--- src/verilog/lcd_if_pkg.sv ---
`default_nettype none
package lcd_if_pkg;

  // ----------------------------------------------------------------
  // command codes and read behaviour
  // ----------------------------------------------------------------
  localparam logic [7:0] MEM_WRITE_CMD    = 8'h2C;
  localparam logic [7:0] MEM_READ_CMD     = 8'h2E;
  localparam logic [7:0] DUMMY_READ_VALUE = 8'h00;

  // ----------------------------------------------------------------
  // serial unit lengths
  // ----------------------------------------------------------------
  localparam logic [3:0] UNIT_BITS_WIDE   = 4'h9;
  localparam logic [3:0] UNIT_BITS_NARROW = 4'h8;

  // ----------------------------------------------------------------
  // duty mapping
  // ----------------------------------------------------------------
  localparam logic [8:0] SEG_BASE_67  = 9'h00A;
  localparam logic [8:0] SEG_BASE_82  = 9'h001;
  localparam logic [8:0] SEG_PER_COL  = 9'h003;
  localparam logic [6:0] LAST_COL_67  = 7'h61;
  localparam logic [6:0] LAST_COL_82  = 7'h67;
  localparam logic [6:0] COM_BASE_67  = 7'h08;
  localparam logic [6:0] SPLIT_ROW_67 = 7'h22;
  localparam logic [6:0] COM_GAP_67   = 7'h10;
  localparam logic [6:0] LAST_ROW_67  = 7'h42;
  localparam logic [6:0] LAST_ROW_82  = 7'h51;
  localparam logic [6:0] COM_BASE_82  = 7'h01;

  // ----------------------------------------------------------------
  // types
  // ----------------------------------------------------------------
  typedef enum {MODE_IDLE, MODE_MEM_WRITE, MODE_MEM_READ} access_mode_t;

  typedef struct packed {
    logic       is_data;
    logic       first_param;
    logic [7:0] payload;
  } unit_t;

  typedef struct packed {
    logic       iface_par;
    logic       style80;
    logic       width8;
    logic       clk_sel;
    logic       ext_clk;
    logic       osc_clk;
    logic       cs_n;
    logic       scl;
    logic       serial_data_pin;
    logic       dc;
    logic       rd;
    logic       wr;
    logic [7:0] bus;
  } pins_t;

endpackage : lcd_if_pkg
`default_nettype wire

--- src/verilog/lcd_host_if.sv ---
// Behaviour
// - serial link never returns display memory
// - width select high 8-bit, low 9-bit
// - 9-bit unit: flag then eight payload bits
// - 8-bit unit classified by data/command pin
// - data/command high data, low command
// - sample on rising clock while selected
// - deselect mid unit discards the partial unit
// - abort leaves the parameter count unchanged
// - type select low serial, high parallel
// - style high strobes, low enable plus direction
// - parallel memory access needs no waits
// - written data follows memory write command
// - first read after read command is dummy
// - clock select low external, high oscillator
// - 1/67 duty: columns 0-97 to segments 10-303
// - 1/82 duty: columns 0-103 to segments 1-312
// - 1/67 duty: commons 8-41 and 50-82 valid
// - 1/82 duty: commons 1-82 all valid
`default_nettype none
module lcd_host_if (
  input  wire logic                   clock_in,
  input  wire logic                   sys_rst_in,
  input  wire logic                   interface_type_select_in,
  input  wire logic                   parallel_style_select_in,
  input  wire logic                   serial_width_select_in,
  input  wire logic                   clock_source_select_in,
  input  wire logic                   external_timing_clock_in,
  input  wire logic                   oscillator_clock_in,
  input  wire logic                   chip_select_n_in,
  input  wire logic                   serial_clock_in,
  input  wire logic                   serial_data_pin_in,
  input  wire logic                   data_command_select_in,
  input  wire logic                   read_strobe_in,
  input  wire logic                   write_strobe_in,
  input  wire logic [7:0]             bus_data_in,
  output logic      [7:0]             bus_data_out,
  output logic                        bus_data_oe_out,
  output logic                        unit_valid_out,
  output lcd_if_pkg::unit_t           unit_out,
  output logic                        mem_write_out,
  output logic      [7:0]             mem_write_data_out,
  output logic                        mem_read_req_out,
  input  wire logic [7:0]             mem_read_data_in,
  output logic                        timing_tick_out,
  input  wire logic                   duty_82_in,
  input  wire logic [6:0]             column_in,
  input  wire logic [6:0]             row_in,
  output logic      [8:0]             segment_first_out,
  output logic                        segment_valid_out,
  output logic      [6:0]             common_index_out,
  output logic                        common_valid_out
);
  import lcd_if_pkg::*;

  // ----------------------------------------------------------------
  // pin synchronisation
  // ----------------------------------------------------------------
  pins_t raw;
  pins_t pin;
  pins_t prev;

  assign raw = '{iface_par: interface_type_select_in,
                 style80:   parallel_style_select_in,
                 width8:    serial_width_select_in,
                 clk_sel:   clock_source_select_in,
                 ext_clk:   external_timing_clock_in,
                 osc_clk:   oscillator_clock_in,
                 cs_n:      chip_select_n_in,
                 scl:       serial_clock_in,
                 serial_data_pin:       serial_data_pin_in,
                 dc:        data_command_select_in,
                 rd:        read_strobe_in,
                 wr:        write_strobe_in,
                 bus:       bus_data_in};

  pin_sync #(.WIDTH($bits(pins_t))) u_sync (
    .clock_in   (clock_in),
    .sys_rst_in (sys_rst_in),
    .async_in   (raw),
    .sync_out   (pin)
  );

  always_ff @(posedge clock_in) begin
    if (sys_rst_in) begin
      prev <= '0;
    end else begin
      prev <= pin;
    end
  end

  logic ser_mode;
  logic par_sel;
  logic scl_rise;
  logic cs_rise;
  logic ext_rise;
  logic osc_rise;
  logic read_active;
  logic read_done;
  logic write_done;

  assign ser_mode = !pin.iface_par;
  assign par_sel  = pin.iface_par && !pin.cs_n;
  assign scl_rise = pin.scl && !prev.scl;
  assign cs_rise  = pin.cs_n && !prev.cs_n;
  assign ext_rise = pin.ext_clk && !prev.ext_clk;
  assign osc_rise = pin.osc_clk && !prev.osc_clk;

  // strobe style decode: rd/wr are active low in
  // strobe style; in enable style rd is the enable, wr the direction
  always_comb begin
    if (pin.style80) begin
      read_active = par_sel && !pin.rd;
      read_done   = par_sel && pin.rd && !prev.rd;
      write_done  = par_sel && pin.wr && !prev.wr;
    end else begin
      read_active = par_sel && pin.rd && pin.wr;
      read_done   = par_sel && !pin.rd && prev.rd && pin.wr;
      write_done  = par_sel && !pin.rd && prev.rd && !pin.wr;
    end
  end

  // ----------------------------------------------------------------
  // serial receiver
  // ----------------------------------------------------------------
  logic [3:0] bit_cnt, next_bit_cnt;
  logic [8:0] shift, next_shift;
  logic [3:0] unit_len;
  logic       ser_emit;
  logic       ser_is_data;

  assign unit_len = pin.width8 ? UNIT_BITS_NARROW : UNIT_BITS_WIDE;

  always_comb begin
    next_bit_cnt = bit_cnt;
    next_shift   = shift;
    ser_emit     = 1'b0;
    ser_is_data  = 1'b0;
    if (!ser_mode || pin.cs_n) begin
      next_bit_cnt = 4'h0;
    end else if (scl_rise) begin
      // shift on rising clock while selected
      next_shift = {shift[7:0], pin.serial_data_pin};
      if (bit_cnt == unit_len - 4'h1) begin
        ser_emit     = 1'b1;
        next_bit_cnt = 4'h0;
      end else begin
        next_bit_cnt = bit_cnt + 4'h1;
      end
    end
    // flag bit or select pin classifies
    ser_is_data = pin.width8 ? pin.dc : next_shift[8];
  end

  always_ff @(posedge clock_in) begin
    if (sys_rst_in) begin
      bit_cnt <= 4'h0;
      shift   <= 9'h000;
    end else begin
      bit_cnt <= next_bit_cnt;
      shift   <= next_shift;
    end
  end

  // ----------------------------------------------------------------
  // command tracking and memory access
  // ----------------------------------------------------------------
  access_mode_t mode, next_mode;
  logic [7:0]   param_cnt, next_param_cnt;
  logic [7:0]   hold, next_hold;
  logic         fetch_pending, next_fetch_pending;
  logic         next_unit_valid;
  unit_t        next_unit;
  logic         next_mem_write;
  logic         next_mem_read_req;
  logic         take;
  logic         take_data;
  logic [7:0]   take_byte;
  logic         read_cmd_go;

  assign take      = ser_emit || write_done;
  // select pin level classifies parallel writes
  assign take_data = ser_emit ? ser_is_data : pin.dc;
  assign take_byte = ser_emit ? next_shift[7:0] : pin.bus;
  assign read_cmd_go = take && !take_data && take_byte == MEM_READ_CMD;

  always_comb begin
    next_mode          = mode;
    next_param_cnt     = param_cnt;
    next_hold          = hold;
    next_fetch_pending = 1'b0;
    next_unit_valid    = 1'b0;
    next_unit          = unit_out;
    next_mem_write     = 1'b0;
    next_mem_read_req  = 1'b0;
    if (fetch_pending) begin
      next_hold = mem_read_data_in;
    end
    if (take) begin
      next_unit_valid = 1'b1;
      next_unit       = '{is_data: take_data,
                          first_param: take_data && param_cnt == 8'h00,
                          payload: take_byte};
      if (!take_data) begin
        next_param_cnt = 8'h00;
        if (take_byte == MEM_WRITE_CMD) begin
          next_mode = MODE_MEM_WRITE;
        end else if (read_cmd_go && !ser_mode) begin
          // first read shows dummy; fetch starts at its end
          next_mode = MODE_MEM_READ;
          next_hold = DUMMY_READ_VALUE;
        end else begin
          next_mode = MODE_IDLE;
        end
      end else begin
        if (param_cnt != 8'hFF) begin
          next_param_cnt = param_cnt + 8'h01;
        end
        // data after write command goes to memory
        if (mode == MODE_MEM_WRITE) begin
          next_mem_write = 1'b1;
        end
      end
    end
    // holding register refilled after each read
    if (read_done && mode == MODE_MEM_READ) begin
      next_mem_read_req  = 1'b1;
      next_fetch_pending = 1'b1;
    end
  end

  always_ff @(posedge clock_in) begin
    if (sys_rst_in) begin
      mode               <= MODE_IDLE;
      param_cnt          <= 8'h00;
      hold               <= DUMMY_READ_VALUE;
      fetch_pending      <= 1'b0;
      unit_valid_out     <= 1'b0;
      unit_out           <= '0;
      mem_write_out      <= 1'b0;
      mem_write_data_out <= 8'h00;
      mem_read_req_out   <= 1'b0;
    end else begin
      mode               <= next_mode;
      param_cnt          <= next_param_cnt;
      hold               <= next_hold;
      fetch_pending      <= next_fetch_pending;
      unit_valid_out     <= next_unit_valid;
      unit_out           <= next_unit;
      mem_write_out      <= next_mem_write;
      mem_write_data_out <= next_mem_write ? take_byte : mem_write_data_out;
      mem_read_req_out   <= next_mem_read_req;
    end
  end

  // bus driven only in parallel mode during a read
  always_ff @(posedge clock_in) begin
    if (sys_rst_in) begin
      bus_data_oe_out <= 1'b0;
      bus_data_out    <= 8'h00;
    end else begin
      bus_data_oe_out <= read_active && !ser_mode;
      bus_data_out    <= hold;
    end
  end

  // ----------------------------------------------------------------
  // timing clock and duty mapping
  // ----------------------------------------------------------------
  logic       next_tick;
  logic [8:0] next_seg;
  logic       next_seg_valid;
  logic [6:0] next_com;
  logic       next_com_valid;
  logic [8:0] col_offset;

  assign col_offset = 9'(column_in) * SEG_PER_COL;

  always_comb begin
    next_tick = pin.clk_sel ? osc_rise : ext_rise;
    if (duty_82_in) begin
      next_seg       = SEG_BASE_82 + col_offset;
      next_seg_valid = column_in <= LAST_COL_82;
      next_com       = row_in + COM_BASE_82;
      next_com_valid = row_in <= LAST_ROW_82;
    end else begin
      next_seg       = SEG_BASE_67 + col_offset;
      next_seg_valid = column_in <= LAST_COL_67;
      // two common blocks around the gap
      if (row_in < SPLIT_ROW_67) begin
        next_com = row_in + COM_BASE_67;
      end else begin
        next_com = row_in + COM_GAP_67;
      end
      next_com_valid = row_in <= LAST_ROW_67;
    end
  end

  always_ff @(posedge clock_in) begin
    if (sys_rst_in) begin
      timing_tick_out   <= 1'b0;
      segment_first_out <= 9'h000;
      segment_valid_out <= 1'b0;
      common_index_out  <= 7'h00;
      common_valid_out  <= 1'b0;
    end else begin
      timing_tick_out   <= next_tick;
      segment_first_out <= next_seg;
      segment_valid_out <= next_seg_valid;
      common_index_out  <= next_com;
      common_valid_out  <= next_com_valid;
    end
  end
endmodule : lcd_host_if
`default_nettype wire

--- src/verilog/pin_sync.sv ---
`default_nettype none
module pin_sync #(
  parameter int WIDTH = 1
) (
  input  wire logic             clock_in,
  input  wire logic             sys_rst_in,
  input  wire logic [WIDTH-1:0] async_in,
  output logic      [WIDTH-1:0] sync_out
);

  logic [WIDTH-1:0] stage;

  always_ff @(posedge clock_in) begin
    if (sys_rst_in) begin
      stage    <= '0;
      sync_out <= '0;
    end else begin
      stage    <= async_in;
      sync_out <= stage;
    end
  end

endmodule : pin_sync
`default_nettype wire
--- config.mk ---
export PLATFORM = sky130hd
export DESIGN_NAME = lcd_host_if
export DESIGN_NICKNAME = d
export VERILOG_FILES = /design/src/verilog/lcd_if_pkg.sv /design/src/verilog/lcd_host_if.sv /design/src/verilog/pin_sync.sv
export SDC_FILE = /design/constraint.sdc
export NUM_CORES = 1
export LEC_CHECK = 0
export ABC_AREA = 1
export BUFFER_PORTS_ARGS = -buffer_cell sky130_fd_sc_hd__buf_2
export CAP_MARGIN = 40
export CORE_MARGIN = 2
export CORE_UTILIZATION = 35
export CTS_CLUSTER_DIAMETER = 30
export CTS_CLUSTER_SIZE = 20
export DETAILED_ROUTE_END_ITERATION = 8
export PLACE_DENSITY_LB_ADDON = 0.08
export SLEW_MARGIN = 20
export SYNTH_ARGS = -nofsm -noshare
export SYNTH_HDL_FRONTEND = slang
export SYNTH_HIERARCHICAL = 1
export SYNTH_SLANG_ARGS = --single-unit
--- constraint.sdc ---
create_clock -name clock_in -period 5.1 [get_ports clock_in]
set_input_delay 0.51 -clock clock_in [delete_from_list [all_inputs] [get_ports clock_in]]
set_output_delay 0.51 -clock clock_in [all_outputs]
set_load 0.005 [all_outputs]
==> reports/metrics.yaml <==
layout-drive-gt1-share: 0.2041
crit_cells: 11
ant_nets: 0
top_level_ports: 94
synth_adder_area_share: 0.06032
post_cts_resized: 0
crit_path_top_delay_cell: "nand2_2"
globalplace.congestion: 0.8578
antenna_found_initial: 0
synth-async-reset-ratio: 0
core_area_um2: 15310
met3_usage: 0.04046
clock.fmax_mhz: 435.2
cts.sinks: 125
gr-total-overflow: 0
power.internal_mw: 1.933
initial_utilization: 0.3603
vias_per_cell: 4.363
routed_wl_mm: 11.67
regToRegSetupSlack_ns: 2.80
fin_crit_ns: 2.298
ff2ff_path_depth: 11
synth.cell_area_um2: 5518
synth_compound_area_frac: 0.1016
crit_path_end_kind: "flip-flop"
hold_class: "primary input to flip-flop"
drc: 0
setup_ws_ns: 2.802
final_min_period_over_clock_period: 0.4505
p_comb_frac: 0.077
yosys-top-cells-count: "dfxtp_1 (125), inv_1 (118), nor2_1 (118)"
worst_pin_slew_ns: 0.6809
die_y_um: 129.6
grt_start_max_net_pins: 81
cts_setup_buffers: 0
grt_busiest_layer: "met2"
grt_pass1_vias: 4171
dieArea_um2: 16790
use_met2: 0.2288
pre_cts_slack_ns: 2.553
synth.distinct_cells: 39
num_antenna_cells: 0
clockBufferDepth: 2
drv_slew: 0
critical_path_class: "flip-flop to flip-flop"
swShare: 0.2270
cts_buffers: 17
fill_cells: 1599
cpPeakStageDelay_ns: 0.43
grt_pass1_wl_mm: 19.43
syn_inst: 726
dpl.hpwl_mm: 8.549
peakVddDrop_v: 0.0002208
drv_cap: 0
clock_skew_ns: 0.01168
synth-seq-cells: 125
crit_end: "mem_write_data_out[4]"
p_leak_nw: 3.244
start_kind: "flip-flop"
fin_setup_tns_ns: 0
power_frac_seq: 0.411
drt_iter0_drc: 255
area_growth_pct: 23.22
muxShareOfSynthArea: 0
ys_seq_area_frac: 0.4535
track_usage: 0.1463
synth_most_common_cell: "dfxtp_1"
syn_area_per_cell_um2: 7.600
placementRows: 45
whs_ns: 0.2974
wl_per_cell_um: 11.18
status: "completed"
gr-usage-met1: 0.1917
synth-simple-area-share: 0.2610
synth_edf_count: 0
synth_ff_type: "dfxtp_1"
numPortBuffers: 93
nets: 891
syn_nets: 797
power_switching_uw: 567.5
yosysTopAreaCellShare: 0.4535
power_mw: 2.500
yosysTopAreaCell: "dfxtp_1"
reg2reg_from: "u_sync/sync_out[19]"
clk_latency_ns: 0.41
crit_path_max_fanout: 30
p_per_area_nw_per_um2: 367.7
cp_num_buf_inv: 2
cp-startpoint: "u_sync/sync_out[19]"
synth_top_family_by_area: "simple AND/OR/NAND/NOR gates"
yosysWarnings: 6
setup_viol: 0
cts_root_buf: "clkbuf_16"
synth-xor-area-share: 0.01587
pwr-share-clk: 0.512
cpLargestDelayFamily: "simple AND/OR/NAND/NOR gates"
cp.required_ns: 5.40
hold_viol_final: 0
vias: 4555
cp.arrival_ns: 2.60
dr.pass1.iters: 4
cts_tree: "built"
rsz0062_at_grt: "no"
slew_headroom: 0.5455
path_cells: "inv_1, nor2_1, nand3_1, o21ai_1, nand2_1, nand2_2, inv_2, nor2_4, nand3_1, nand2_1, nor2_1"
die_width_um: 129.6
regToRegEndpoint: "mem_write_data_out[4]"
htree_levels: 4
synthTopCellsByArea: "dfxtp_1 (45%), inv_1 (8.0%), nor2_1 (8.0%)"
path_clk_slew_ns: 0.06
cts_hold_buf: 0
-- how the worst min path moves through the flow --
stage	from	endpoint	slack, ns	depth (start not counted)
2_1_floorplan	u_sync/stage[0]	u_sync/sync_out[0]	0.39	2
3_3_place_gp	u_sync/stage[16]	u_sync/sync_out[16]	0.39	2
3_5_place_dp	u_sync/stage[14]	u_sync/sync_out[14]	0.39	2
4_1_cts	write_strobe_in	u_sync/stage[8]	0.28	3
5_1_grt	parallel_style_select_in	u_sync/stage[18]	0.29	3
6_report	write_strobe_in	u_sync/stage[8]	0.30	3
-- metal layers --
layer  up-vias  routed length (um)
li1       2465                   -
met1      2013                5792
met5         -                   0
met4         0                  60
met2        73                5392
met3         4                 424
-- cells in the final DEF (no fill, tap or decap), drive strengths merged, types with 3 or more instances in the layout --
master | Yosys | final
a21oi | 52 | 52
buf | 10 | 96
bufinv | 0 | 4
clkbuf | 11 | 19
clkinv | 0 | 6
dfxtp | 125 | 125
ha | 25 | 25
inv | 123 | 124
nand2 | 115 | 115
nand3 | 45 | 45
nand4 | 11 | 11
nor2 | 134 | 134
nor3 | 7 | 7
o21ai | 44 | 44
or2 | 3 | 3
xor2 | 9 | 9
-- power by group through the flow --
stage | logic, mW | registers (mW) | clock network [mW]
after floorplan | 0.125 | 1.05 | 0
after global placement | 0.189 | 1.05 | 0
after detailed placement | 0.193 | 1.05 | 0
after CTS | 0.194 | 1.03 | 1.32
after global routing | 0.223 | 1.03 | 1.37
final | 0.193 | 1.03 | 1.28
-- logic make-up after synthesis --
| group | Yosys count |
|---|---|
| AND/OR/NAND/NOR | 317 |
| buffers and inverters | 144 |
| flip-flops | 125 |
| AO/OA/AOI/OAI | 104 |
| adder cells (fa/ha/maj) | 26 |
| XOR/XNOR | 10 |
-- final cells by class --
cell class	instances	area [um2]	share of cell area
clock inverter	13	188.9	0.02779
timing repair buffer	96	508.0	0.07471
sequential	125	2502	0.3681
tap	211	264.0	0.03883
multi-input combinational	457	2421	0.3561
inverter	123	461.7	0.06791
clock buffer	19	452.9	0.06662
-- worst min-delay path: cells and delay by family --
kind,cells,cell delay [ns]
simple gates,1,0.06
buf+inv,2,0.10
-- registers in the layout (all words and copies together), names as in the netlist, 2 cells and up --
| signal | count |
|---|---|
| u_sync/stage | 20 |
| u_sync/sync_out | 20 |
| unit_out | 10 |
| segment_first_out | 9 |
| shift | 9 |
| bus_data_out | 8 |
| hold | 8 |
| mem_write_data_out | 8 |
| param_cnt | 8 |
| common_index_out | 7 |
| prev | 5 |
| bit_cnt | 4 |
| mode | 2 |
-- per-stage QoR --
| step | instances | area [um2] | util |
|---|---|---|---|
| 6_report | 1044 | 6799 | 0.4440 |
| 5_1_grt | 1044 | 6799 | 0.4440 |
| 4_1_cts | 1043 | 6779 | 0.4426 |
| 3_5_place_dp | 1011 | 6137 | 0.4007 |
| 3_3_place_gp | 1010 | 6122 | 0.3998 |
| 2_1_floorplan | 726 | 5518 | - |
Power figures use the tool's default switching activity.
